File: config.mk
export PLATFORM = sky130hd
export DESIGN_NAME = acgtp_top
export DESIGN_NICKNAME = d
export VERILOG_FILES = /design/src/core/acgtp_pkg.sv /design/src/core/acgtp_chan.sv /design/src/core/acgtp_top.sv
export SDC_FILE = /design/constraint.sdc
export NUM_CORES = 2
export LEC_CHECK = 0
export BUFFER_PORTS_ARGS = -buffer_cell sky130_fd_sc_hd__buf_2
export CORE_ASPECT_RATIO = 0.6
export CORE_UTILIZATION = 40
export DETAILED_ROUTE_END_ITERATION = 7
export HOLD_SLACK_MARGIN = 0.02
export PLACE_DENSITY = 0.64
export SYNTH_ARGS = -nofsm -noshare
export SYNTH_HDL_FRONTEND = slang
export SYNTH_SLANG_ARGS = --single-unit
File: constraint.sdc
create_clock -name SYS_CLK_IN -period 10.2 [get_ports SYS_CLK_IN]
set_input_delay 0 -clock SYS_CLK_IN [delete_from_list [all_inputs] [get_ports SYS_CLK_IN]]
set_output_delay 0 -clock SYS_CLK_IN [all_outputs]
set_load 0.01 [all_outputs]
File: src/core/acgtp_pkg.sv
// constants, codes and the gain table for the channel gain and pattern block
// Operation
// - gain code steps half dB, 0 to 6
// - skip bit bypasses the channel gain stage
// - select 000 data, 001 zeros, 010 ones
// - 11-bit toggle alternates 10101010101, 01010101010
// - 14-bit toggle alternates 01010101010101, complement
// - 11-bit ramp steps every eighth sample
// - 14-bit ramp steps every sample
// - custom pattern, 11-bit uses bits 13:3
// - offset fix puts mid-scale on 1023
// - upper pattern register gives bits 13:8
// - feature enable bit gates gain and offset
// - lower pattern register gives bits 7:0
package acgtp_pkg;

    // ========================================================
    // widths and register map
    localparam int NUM_CH = 4;
    localparam int DW     = 14;
    localparam logic [7:0] OFS_CHAN [NUM_CH] = '{8'h2B, 8'h25, 8'h37, 8'h31};
    localparam logic [7:0] OFS_MIDFIX  = 8'h3D;
    localparam logic [7:0] OFS_PAT_HI  = 8'h3F;
    localparam logic [7:0] OFS_PAT_LO  = 8'h40;
    localparam logic [7:0] OFS_DIG_EN  = 8'h42;
    localparam logic [7:0] OFS_BURST   = 8'h44;
    localparam logic [7:0] RST_VAL     = 8'h00;
    localparam logic [7:0] MASK_MIDFIX = 8'h20;
    localparam logic [7:0] MASK_PAT_HI = 8'h3F;
    localparam logic [7:0] MASK_DIG_EN = 8'h0F;
    localparam logic [7:0] MASK_BURST  = 8'hC5;

    // ========================================================
    // field positions
    localparam int BIT_MIDFIX   = 5;
    localparam int BIT_DIG_EN   = 3;
    localparam int BIT_BURST_AB = 6;
    localparam int BIT_BURST_CD = 7;
    localparam int BIT_SKIP     = 3;

    // ========================================================
    // pattern select codes and words
    localparam logic [2:0] SEL_NORMAL = 3'h0;
    localparam logic [2:0] SEL_ZEROS  = 3'h1;
    localparam logic [2:0] SEL_ONES   = 3'h2;
    localparam logic [2:0] SEL_TOGGLE = 3'h3;
    localparam logic [2:0] SEL_RAMP   = 3'h4;
    localparam logic [2:0] SEL_CUSTOM = 3'h5;
    localparam logic [13:0] ONES_11 = 14'h07FF;
    localparam logic [13:0] ONES_14 = 14'h3FFF;
    localparam logic [13:0] TOG_11A = 14'h0555;
    localparam logic [13:0] TOG_11B = 14'h02AA;
    localparam logic [13:0] TOG_14A = 14'h1555;
    localparam logic [13:0] TOG_14B = 14'h2AAA;
    localparam logic [2:0]  RAMP_DIV_LAST = 3'h7;
    localparam logic [3:0]  GAIN_MAX = 4'hC;
    localparam logic signed [16:0] SAT_HI = 17'sh01FFF;
    localparam logic signed [16:0] SAT_LO = -17'sh02000;

    // gain factor in units of 1/4096, clamped at the top code
    function automatic logic [13:0] acgtp_gain_coef(input logic [3:0] code);
        logic [3:0] c;
        c = (code > GAIN_MAX) ? GAIN_MAX : code;
        unique case (c)
            4'h0: return 14'h1000;
            4'h1: return 14'h10F3;
            4'h2: return 14'h11F4;
            4'h3: return 14'h1304;
            4'h4: return 14'h1425;
            4'h5: return 14'h1556;
            4'h6: return 14'h169A;
            4'h7: return 14'h17F1;
            4'h8: return 14'h195C;
            4'h9: return 14'h1ADD;
            4'hA: return 14'h1C74;
            4'hB: return 14'h1E24;
            default: return 14'h1FED;
        endcase
    endfunction

endpackage

File: src/core/acgtp_chan.sv
// one channel: gain, offset fix and test pattern selection
`timescale 1ns/100ps
`default_nettype none
module acgtp_chan import acgtp_pkg::*; (
    input  wire logic          clk_in,
    input  wire logic          rst_in,
    input  wire logic          smp_en_in,
    input  wire logic [13:0]   adc_in,
    input  wire logic [7:0]    ctrl_in,
    input  wire logic [13:0]   pat_in,
    input  wire logic          dig_en_in,
    input  wire logic          midfix_in,
    input  wire logic          burst_in,
    output logic      [13:0]   data_out
);
    logic [13:0]        data_reg, data_next, ramp_reg, ramp_next, proc;
    logic [2:0]         div_reg, div_next, sel;
    logic               tog_reg, tog_next;
    logic [10:0]        w11;
    logic signed [13:0] sv;
    logic signed [28:0] prod;
    logic signed [16:0] scaled;

    // ========================================================
    // gain and offset path
    always_comb begin
        sel    = ctrl_in[2:0];
        sv     = signed'({~adc_in[13], adc_in[12:0]});
        prod   = sv * signed'({1'b0, acgtp_gain_coef(ctrl_in[7:4])});
        scaled = prod[28:12];
        if (scaled > SAT_HI)
            scaled = SAT_HI;
        if (scaled < SAT_LO)
            scaled = SAT_LO;
        if (dig_en_in && !ctrl_in[BIT_SKIP]) begin
            proc = {~scaled[13], scaled[12:0]};
        end else begin
            proc = adc_in;
        end
        w11 = proc[13:3];
        if (dig_en_in && midfix_in && w11 != 11'h000) begin
            w11 = w11 - 11'h001;
        end
    end

    // ========================================================
    // pattern generators and output select
    always_comb begin
        data_next = data_reg;
        ramp_next = ramp_reg;
        div_next  = div_reg;
        tog_next  = tog_reg;
        if (smp_en_in) begin
            tog_next  = (sel == SEL_TOGGLE) ? ~tog_reg : 1'b0;
            ramp_next = 14'h0000;
            div_next  = 3'h0;
            if (sel == SEL_RAMP && burst_in) begin
                ramp_next = ramp_reg + 14'h0001;
            end else if (sel == SEL_RAMP) begin
                div_next  = div_reg + 3'h1;
                ramp_next = ramp_reg;
                if (div_reg == RAMP_DIV_LAST) begin
                    ramp_next = {3'h0, ramp_reg[10:0] + 11'h001};
                end
            end
            unique case (sel)
                SEL_ZEROS:  data_next = 14'h0000;
                SEL_ONES:   data_next = burst_in ? ONES_14 : ONES_11;
                SEL_TOGGLE: begin
                    if (burst_in) begin
                        data_next = tog_reg ? TOG_14B : TOG_14A;
                    end else begin
                        data_next = tog_reg ? TOG_11B : TOG_11A;
                    end
                end
                SEL_RAMP:   data_next = ramp_reg;
                SEL_CUSTOM: begin
                    data_next = burst_in ? pat_in : {3'h0, pat_in[13:3]};
                end
                default: begin
                    data_next = burst_in ? proc : {3'h0, w11};
                end
            endcase
        end
    end

    always_ff @(posedge clk_in or posedge rst_in) begin
        if (rst_in) begin
            data_reg <= 14'h0000;
            ramp_reg <= 14'h0000;
            div_reg  <= 3'h0;
            tog_reg  <= 1'b0;
        end else begin
            data_reg <= data_next;
            ramp_reg <= ramp_next;
            div_reg  <= div_next;
            tog_reg  <= tog_next;
        end
    end

    assign data_out = data_reg;
endmodule // acgtp_chan
`default_nettype wire

File: src/core/acgtp_top.sv
// register bank, sample clock detection and four channel processors
`timescale 1ns/100ps
`default_nettype none
module acgtp_top import acgtp_pkg::*; (
    input  wire logic          SYS_CLK_IN,
    input  wire logic          RST_IN,
    input  wire logic          SAMPLE_CLK_IN,
    input  wire logic [7:0]    REG_ADDR_IN,
    input  wire logic [7:0]    REG_WDATA_IN,
    input  wire logic          REG_WR_IN,
    output logic      [7:0]    REG_RDATA_OUT,
    input  wire logic [55:0]   ADC_DATA_IN,
    output logic      [55:0]   CH_DATA_OUT,
    output logic               CH_VALID_OUT
);
    logic [7:0] ctrl_reg [NUM_CH];
    logic [7:0] ctrl_next [NUM_CH];
    logic [7:0] midfix_reg, midfix_next, pat_hi_reg, pat_hi_next;
    logic [7:0] pat_lo_reg, pat_lo_next, dig_reg, dig_next;
    logic [7:0] burst_reg, burst_next, rdata_reg, rdata_next;
    logic [2:0] sync_reg, sync_next;
    logic       lvl_reg, lvl_next, valid_reg, smp_en;
    logic [13:0] pattern;

    // ========================================================
    // register writes and reads
    function automatic logic [7:0] rd_mux(input logic [7:0] a,
                                          input logic [7:0] c [NUM_CH],
                                          input logic [7:0] m,
                                          input logic [7:0] h,
                                          input logic [7:0] l,
                                          input logic [7:0] d,
                                          input logic [7:0] b);
        logic [7:0] v;
        v = 8'h00;
        for (int i = 0; i < NUM_CH; i++) begin
            if (a == OFS_CHAN[i])
                v = c[i];
        end
        if (a == OFS_MIDFIX)
            v = m;
        if (a == OFS_PAT_HI)
            v = h;
        if (a == OFS_PAT_LO)
            v = l;
        if (a == OFS_DIG_EN)
            v = d;
        if (a == OFS_BURST)
            v = b;
        return v;
    endfunction

    always_comb begin
        midfix_next = midfix_reg;
        pat_hi_next = pat_hi_reg;
        pat_lo_next = pat_lo_reg;
        dig_next    = dig_reg;
        burst_next  = burst_reg;
        for (int i = 0; i < NUM_CH; i++) begin
            ctrl_next[i] = ctrl_reg[i];
            if (REG_WR_IN && REG_ADDR_IN == OFS_CHAN[i])
                ctrl_next[i] = REG_WDATA_IN;
        end
        if (REG_WR_IN) begin
            unique case (REG_ADDR_IN)
                OFS_MIDFIX: midfix_next = REG_WDATA_IN & MASK_MIDFIX;
                OFS_PAT_HI: pat_hi_next = REG_WDATA_IN & MASK_PAT_HI;
                OFS_PAT_LO: pat_lo_next = REG_WDATA_IN;
                OFS_DIG_EN: dig_next    = REG_WDATA_IN & MASK_DIG_EN;
                OFS_BURST:  burst_next  = REG_WDATA_IN & MASK_BURST;
                default:    ;
            endcase
        end
        rdata_next = rd_mux(REG_ADDR_IN, ctrl_reg, midfix_reg, pat_hi_reg,
                            pat_lo_reg, dig_reg, burst_reg);
    end

    always_ff @(posedge SYS_CLK_IN or posedge RST_IN) begin
        if (RST_IN) begin
            for (int i = 0; i < NUM_CH; i++)
                ctrl_reg[i] <= RST_VAL;
            midfix_reg <= RST_VAL;
            pat_hi_reg <= RST_VAL;
            pat_lo_reg <= RST_VAL;
            dig_reg    <= RST_VAL;
            burst_reg  <= RST_VAL;
            rdata_reg  <= 8'h00;
        end else begin
            for (int i = 0; i < NUM_CH; i++)
                ctrl_reg[i] <= ctrl_next[i];
            midfix_reg <= midfix_next;
            pat_hi_reg <= pat_hi_next;
            pat_lo_reg <= pat_lo_next;
            dig_reg    <= dig_next;
            burst_reg  <= burst_next;
            rdata_reg  <= rdata_next;
        end
    end

    assign REG_RDATA_OUT = rdata_reg;
    assign pattern = {pat_hi_reg[5:0], pat_lo_reg};

    // ========================================================
    // sample clock: three stages, level moves when the last two agree
    always_comb begin
        sync_next = {sync_reg[1:0], SAMPLE_CLK_IN};
        lvl_next  = (sync_reg[1] == sync_reg[2]) ? sync_reg[2] : lvl_reg;
        smp_en    = lvl_next && !lvl_reg;
    end

    always_ff @(posedge SYS_CLK_IN or posedge RST_IN) begin
        if (RST_IN) begin
            sync_reg  <= 3'h0;
            lvl_reg   <= 1'b0;
            valid_reg <= 1'b0;
        end else begin
            sync_reg  <= sync_next;
            lvl_reg   <= lvl_next;
            valid_reg <= smp_en;
        end
    end

    assign CH_VALID_OUT = valid_reg;

    // ========================================================
    // channel processors, index 0..3 = channels a..d
    for (genvar g = 0; g < NUM_CH; g++) begin : g_ch
        acgtp_chan u_chan (
            .clk_in    (SYS_CLK_IN),
            .rst_in    (RST_IN),
            .smp_en_in (smp_en),
            .adc_in    (ADC_DATA_IN[g*DW +: DW]),
            .ctrl_in   (ctrl_reg[g]),
            .pat_in    (pattern),
            .dig_en_in (dig_reg[BIT_DIG_EN]),
            .midfix_in (midfix_reg[BIT_MIDFIX]),
            .burst_in  (burst_reg[(g < 2) ? BIT_BURST_AB : BIT_BURST_CD]),
            .data_out  (CH_DATA_OUT[g*DW +: DW])
        );
    end
endmodule // acgtp_top
`default_nettype wire

**After elaboration in Yosys (flattened, before gate mapping)**

Memories as Yosys holds them, arrays and structs flattened.
Index checks and enable logic that the tools add are counted.

- Order comparisons: 12
- Bitwise operators: 12
- Add/subtract/negate cells: 16
- Multiply operators: 4
- Equality and inequality tests: 38
- Mux-type cells: 78
- Reductions and logical operators: 36

Operators with widths:

| kind | number |
|---|---|
| $mux 14 | 36 |
| $pmux 14 s5 | 4 |
| $mul 14x15->29 | 4 |
| $mux 11 | 8 |
| $mux 8 | 9 |
| $gt 17x14->1 const B | 4 |
| $lt 17x14->1 const B | 4 |
| $mux 17 | 4 |
| $add 14x1->14 const B | 4 |
| $eq 8x6->1 const B | 6 |
| $add 11x1->11 const B | 4 |
| $reduce_bool 11->1 | 4 |
| $sub 11x1->11 const B | 4 |
| $eq 3x3->1 const B | 12 |
| $eq 3x2->1 const B | 8 |
| $eq 8x7->1 const B | 3 |
| $mux 3 | 8 |
| $logic_and 1x1->1 | 18 |
| $reduce_and 2->1 | 9 |
| $gt 4x4->1 const B | 4 |
| $mux 4 | 4 |
| $add 3x1->3 const B | 4 |
| $eq 3x1->1 const B | 4 |
| $ne 3x3->1 const B | 4 |
| 4 further kinds | 23 |

- Input port bits: 76
- Memories kept: 4
- Flip-flop bits (word level): 196
- Bits in read-only memories: 768
- Word-level logic and storage cells: 229
- Output and inout port bits: 65

Memories:

| name | depth | bits a word | rd ports | clocked after Yosys merged registers in | write ports | line | text |
|---|---|---|---|---|---|---|---|
| (name not given) | 16 | 12 | 1 | 0 | 0 | acgtp_pkg.sv:64 | `unique case (c)` |
| (name not given) | 16 | 12 | 1 | 0 | 0 | acgtp_pkg.sv:64 |  |
| (name not given) | 16 | 12 | 1 | 0 | 0 | acgtp_pkg.sv:64 |  |
| (name not given) | 16 | 12 | 1 | 0 | 0 | acgtp_pkg.sv:64 |  |

**Longest topological paths before layout**

An unclocked memory read counts as a cell.

- Depth after elaboration: 15
- Depth in mapped cells: 50

**Hierarchy**

From an unflattened synthesis, not the netlist that was laid out.

- Cell total of the unflattened synthesis: 4987
- Area total of the unflattened synthesis: 41991.5 um^2

By module, submodules not included:

| module | area an instance (um^2) | seq. area each (um^2) | times used | cells each |
|---|---|---|---|---|
| acgtp_chan (g_ch[1].u_chan) | 9833.2 | 800.8 | 1 | 1192 |
| acgtp_chan (g_ch[3].u_chan) | 9808.2 | 800.8 | 1 | 1189 |
| acgtp_chan (g_ch[2].u_chan) | 9725.6 | 800.8 | 1 | 1193 |
| acgtp_chan (g_ch[0].u_chan) | 9475.3 | 800.8 | 1 | 1166 |
| acgtp_top | 3149.3 | 1701.6 | 1 | 247 |

**Worst setup path after synthesis**

No wires, ideal clock.

- Kind: register to register
- Start point: register ctrl_reg[14] (netlist name)
- End point: register g_ch[2].u_chan.data_reg[5]
- Cell stages (with the launch flop): 44
- Setup time: 82 ps
- Slack: -425 ps
- Data arrival time: 10543 ps
- Required time: 10118 ps
- Path buffers: 5
- Cells stage by stage: dfrtp_1 > buf_2 > buf_1 > nand2_1 > and2_1 > ha_1 > nand2b_1 > a21oi_1 > nor2_1 > clkbuf_1 > and2_1 > fa_1 > inv_1 > fa_1 > inv_1 > fa_1 > fa_1 > fa_1 > [... 8 more ...] > a311o_1 > a41o_4 > or3_1 > a21oi_1 > nand2b_1 > ha_1 > clkbuf_1 > nor2_1 > mux2i_1 > o31a_1 > nand2b_1 > a2bb2oi_2 > ha_1 > o311ai_0 > or4_4 > and4_1 > or4_1 > a31oi_1

- Longest elaborated chain between the ends: 15

RTL lines:

| element | line | text |
|---|---|---|
| from (decl) | acgtp_top.sv:16 | `logic [7:0] ctrl_reg [NUM_CH];` |
| from (signal, indexed assignment) | acgtp_top.sv:90 | `ctrl_reg[i] <= ctrl_next[i];` |
| $gt 4x4->1 | acgtp_pkg.sv:63 | `c = (code > GAIN_MAX) ? GAIN_MAX : code;` |
| $mux 4 * | acgtp_pkg.sv:63 |  |
| $mem_v2 16x12 * | -- |  |
| $mul 14x15->29 * | acgtp_chan.sv:29 | `prod = sv * signed'({1'b0, acgtp_gain_coef(ctrl_in[7:4])});` |
| $gt 17x14->1 | acgtp_chan.sv:31 | `if (scaled > SAT_HI)` |
| $mux 17 * | acgtp_chan.sv:31 |  |
| $lt 17x14->1 | acgtp_chan.sv:33 | `if (scaled < SAT_LO)` |
| $mux 14 * | acgtp_chan.sv:33 |  |
| $not 1->1 | acgtp_chan.sv:36 | `proc = {~scaled[13], scaled[12:0]};` |
| $mux 14 * | acgtp_chan.sv:35 | `if (dig_en_in && !ctrl_in[BIT_SKIP]) begin` |
| branches (longest 3 deep; another with $sub 11x1->11) | -- |  |
| $mux 14 * | acgtp_chan.sv:81 | `data_next = burst_in ? proc : {3'h0, w11};` |
| $pmux 14 s5 * | acgtp_chan.sv:66 | `unique case (sel)` |
| to (signal assigned) | acgtp_chan.sv:94 | `data_reg <= data_next;` |
| to (decl) | acgtp_chan.sv:16 | `logic [13:0] data_reg, data_next, ramp_reg, ramp_next, proc;` |

Every way passes the cells marked *.
A chain may end at the register's enable or synchronous reset.

**Worst setup path in the final report**

- Start point: register ctrl_reg[15] (netlist name)
- End point: register g_ch[2].u_chan.data_reg[5]

Same word-level chain as after synthesis.

==> impl_metrics.ini <==
[outcome]
status = complete, no violations

[synth]
ys_top_cells_by_area = fa_1, ha_1, dfrtp_1, inv_1, nand2_1
netlist_instances = 4791
synth_top_area_share_pct = 25.9
seq_area_frac_synth_pct = 12.2
synth_seq_cells = 196
ys_types = 106
synth_edf_count = 0
yosysMostFrequentCell = inv_1
synth_fp_nets = 5843
dominantRegCellSynth = dfrtp_1
synth_area_sq_um = 40200
yosysTopAreaCell = fa_1
async_reset_ff_share_pct = 100
ys_warn_count = 0
syn_avg_cell_area_sq_um = 8.40
synth_commonest_cells = inv_1, fa_1, nand2_1

[critical_path]
cp_max_fo = 11
cp.arrival_ns = 10.23
worstSetupStartpointType = flop
crit_path_top_delay_cell = fa_1
end_kind = flop
worstPathRequired_ns = 10.58
cp_common_cell = fa_1
path_class = reg2reg
max_stage_delay_ns = 0.53
cp-startpoint = ctrl_reg[15]$_DFFE_PP0P_
rr_startpoint = ctrl_reg[15]$_DFFE_PP0P_

[die]
die_area_sq_um = 102000
ios = 141
placementRows = 89
start_util_pct = 40.6
core-area_sq_um = 99000
die_y_microns = 248
die_w_microns = 411

[global_routing]
overflow = 0
grt_usage_pct = 26.0
grt_pass1_wl_mm = 206
grt_max_degree = 80
first_global_vias = 34500
antenna_found_initial = 1

[hold_path]
hold_path.class = in2reg
hold_path_startpoint = ADC_DATA_IN[16]

[run]
cap_violations = 0

[placed_design]
dpl-instance-area_sq_um = 43700
place.gp.congestion = 0.982
place_hpwl_mm = 109
portBuffers = 140

[pwr]
p_per_area_nw_per_um2 = 225
p_leak_uw = 0.0221
finalPower_uw = 10100
irDropWorstVdd_mv = 0.214

[clocking]
cts_tree = yes
clkTransAtPathRegs_ns = 0.08
worstSkewPairLatency_ns = 0.46
h-tree-depth = 4
cts_inserted_buffers = 17
cts_buffer_depth = 2
cts_sinks = 196
cts_root_buf = clkbuf_16

[routing]
vias = 35400
postRouteAntennaNets = 0
totalWireLength_mm = 132
drt_iter0_drc = 3985
viasPerCell = 5.58
drc_errors = 0
wl_per_cell_microns = 20.9
drt-pass1-iter-count = 8

[timing]
slew_violations = 0
fmax_mhz = 101
slew_headroom_pct = 16.9
skew_ns = 0.0143
timing.final.crit_share_pct = 96.6
period_minus_slack_ns = 9.85
worst_slew_pin_slew_ns = 1.23
final-setup-viol-count = 0
hold_viol = 0

[layout]
final-seq-area_sq_um = 4910
area_growth_pct = 11.6
multi_input_area_sq_um = 32000
fillers = 9581
final_nets = 6056
drive_above_1_share_pct = 12.9
fin_area_sq_um = 44900
[layout make-up]
type | count | share of cell area, %
multi-input combinational | 3606 | 71.3
sequential | 196 | 10.9
inverter | 768 | 6.44
timing repair buffer | 415 | 6.32
tap | 1319 | 3.68
clock buffer | 19 | 1.01
clock inverter | 13 | 0.304
antenna | 1 | 0.00557
[critical path: cells and delay by family (launching register included)]
kind                       cells  cell delay [ns]
and+or+nand+nor               12             2.47
DFF                            1             0.37
buffers and inverters          5             0.36
adders and majority gates     10             3.99
muxes                          1             0.19
AOI/OAI and AO/OA             11             2.40
[power breakdown]
group	internal, uW	total [uW]	switching, uW
Sequential	827	889	61.9
Combinational	3370	8510	5140
Clock	340	707	368
[cells by family (layout without fill, tap and decap cells)]
logic type / count (synthesis) / count (layout) / synth area share, %
AOI/OAI and AO/OA: 831 / 831 / 13.8
muxes: 102 / 102 / 2.76
DFF: 196 / 196 / 12.2
xor gates and xnor gates: 109 / 109 / 2.42
adders and majority gates: 977 / 977 / 40.1
and+or+nand+nor: 1587 / 1587 / 19.4
other: 0 / 1 / 0
buffers and inverters: 989 / 1215 / 9.31
[worst paths after layout]
| path | endpoint | slack, ns | cells after the start |
|---|---|---|---|
| min in group asynchronous | g_ch[0].u_chan.data_out[1]$_DFFE_PP0P_ | 0.15 | 3 |
| max reg2reg | g_ch[2].u_chan.data_out[5]$_DFFE_PP0P_ | 0.35 | 39 |
| min reg2reg | sync_reg[1]$_DFF_PP0_ | 0.36 | 0 |
| min | g_ch[1].u_chan.data_out[2]$_DFFE_PP0P_ | 0.08 | 4 |
| max | g_ch[2].u_chan.data_out[5]$_DFFE_PP0P_ | 0.35 | 39 |
| max in group asynchronous | g_ch[3].u_chan.data_out[5]$_DFFE_PP0P_ | 7.98 | 5 |
[per-stage QoR]
| stage | std cells | utilization [%] | setup WS, ns | hold WS [ns] | setup TNS (ns) |
|---|---|---|---|---|---|
| after CTS | 6323 | 44.9 | 0.112 | 0.0358 | 0 |
| final | 6337 | 45.3 | 0.346 | 0.0764 | 0 |
| after detailed placement | 6277 | 44.1 | -0.00817 | 0.135 | -0.00817 |
| after global routing | 6337 | 45.3 | -0.0439 | 0.0626 | -0.0535 |
| after floorplan | 4791 | - | -0.0457 | 0.0314 | -0.0457 |
| after global placement | 6277 | 44.1 | 0.144 | 0.137 | 0 |
[what timing repair did]
item,4_1_cts,5_1_grt
gates resized for setup,7,83
setup endpoints to repair,3,44
hold buffers,14,0
setup buffers,0,13
pin swaps,0,20
endpoints found under the hold margin,136,0
[placed cells by master (no fill, tap or decap), types with 15 or more instances in the layout]
master / count
mux2i_1: 31
o21a_1: 30
dfrtp_1: 195
nand3_1: 64
ha_1: 453
nor4_1: 15
o21ai_0: 205
nand2_1: 514
a21o_1: 33
nand2b_1: 58
or2_2: 18
o31ai_1: 22
fa_1: 520
o211ai_1: 19
xnor2_1: 49
nand4_1: 43
a221oi_1: 20
nor2b_1: 33
nor2_1: 287
inv_1: 761
mux2_2: 70
clkbuf_16: 17
buf_4: 256
o22ai_1: 17
nor3_1: 128
a31oi_1: 19
xor2_1: 58
a21oi_2: 18
or3_1: 20
and3_1: 17
a211oi_1: 24
a21oi_1: 200
a222oi_1: 19
buf_2: 140
and2_1: 287
[routing by layer]
layer / wire [microns] / GRT usage (%)
met5: 0 / 0
met4: 1850 / 4.03
met3: 14300 / 6.43
met2: 51300 / 34.8
met1: 65000 / 41.5
Power figures use the tool's default switching activity.
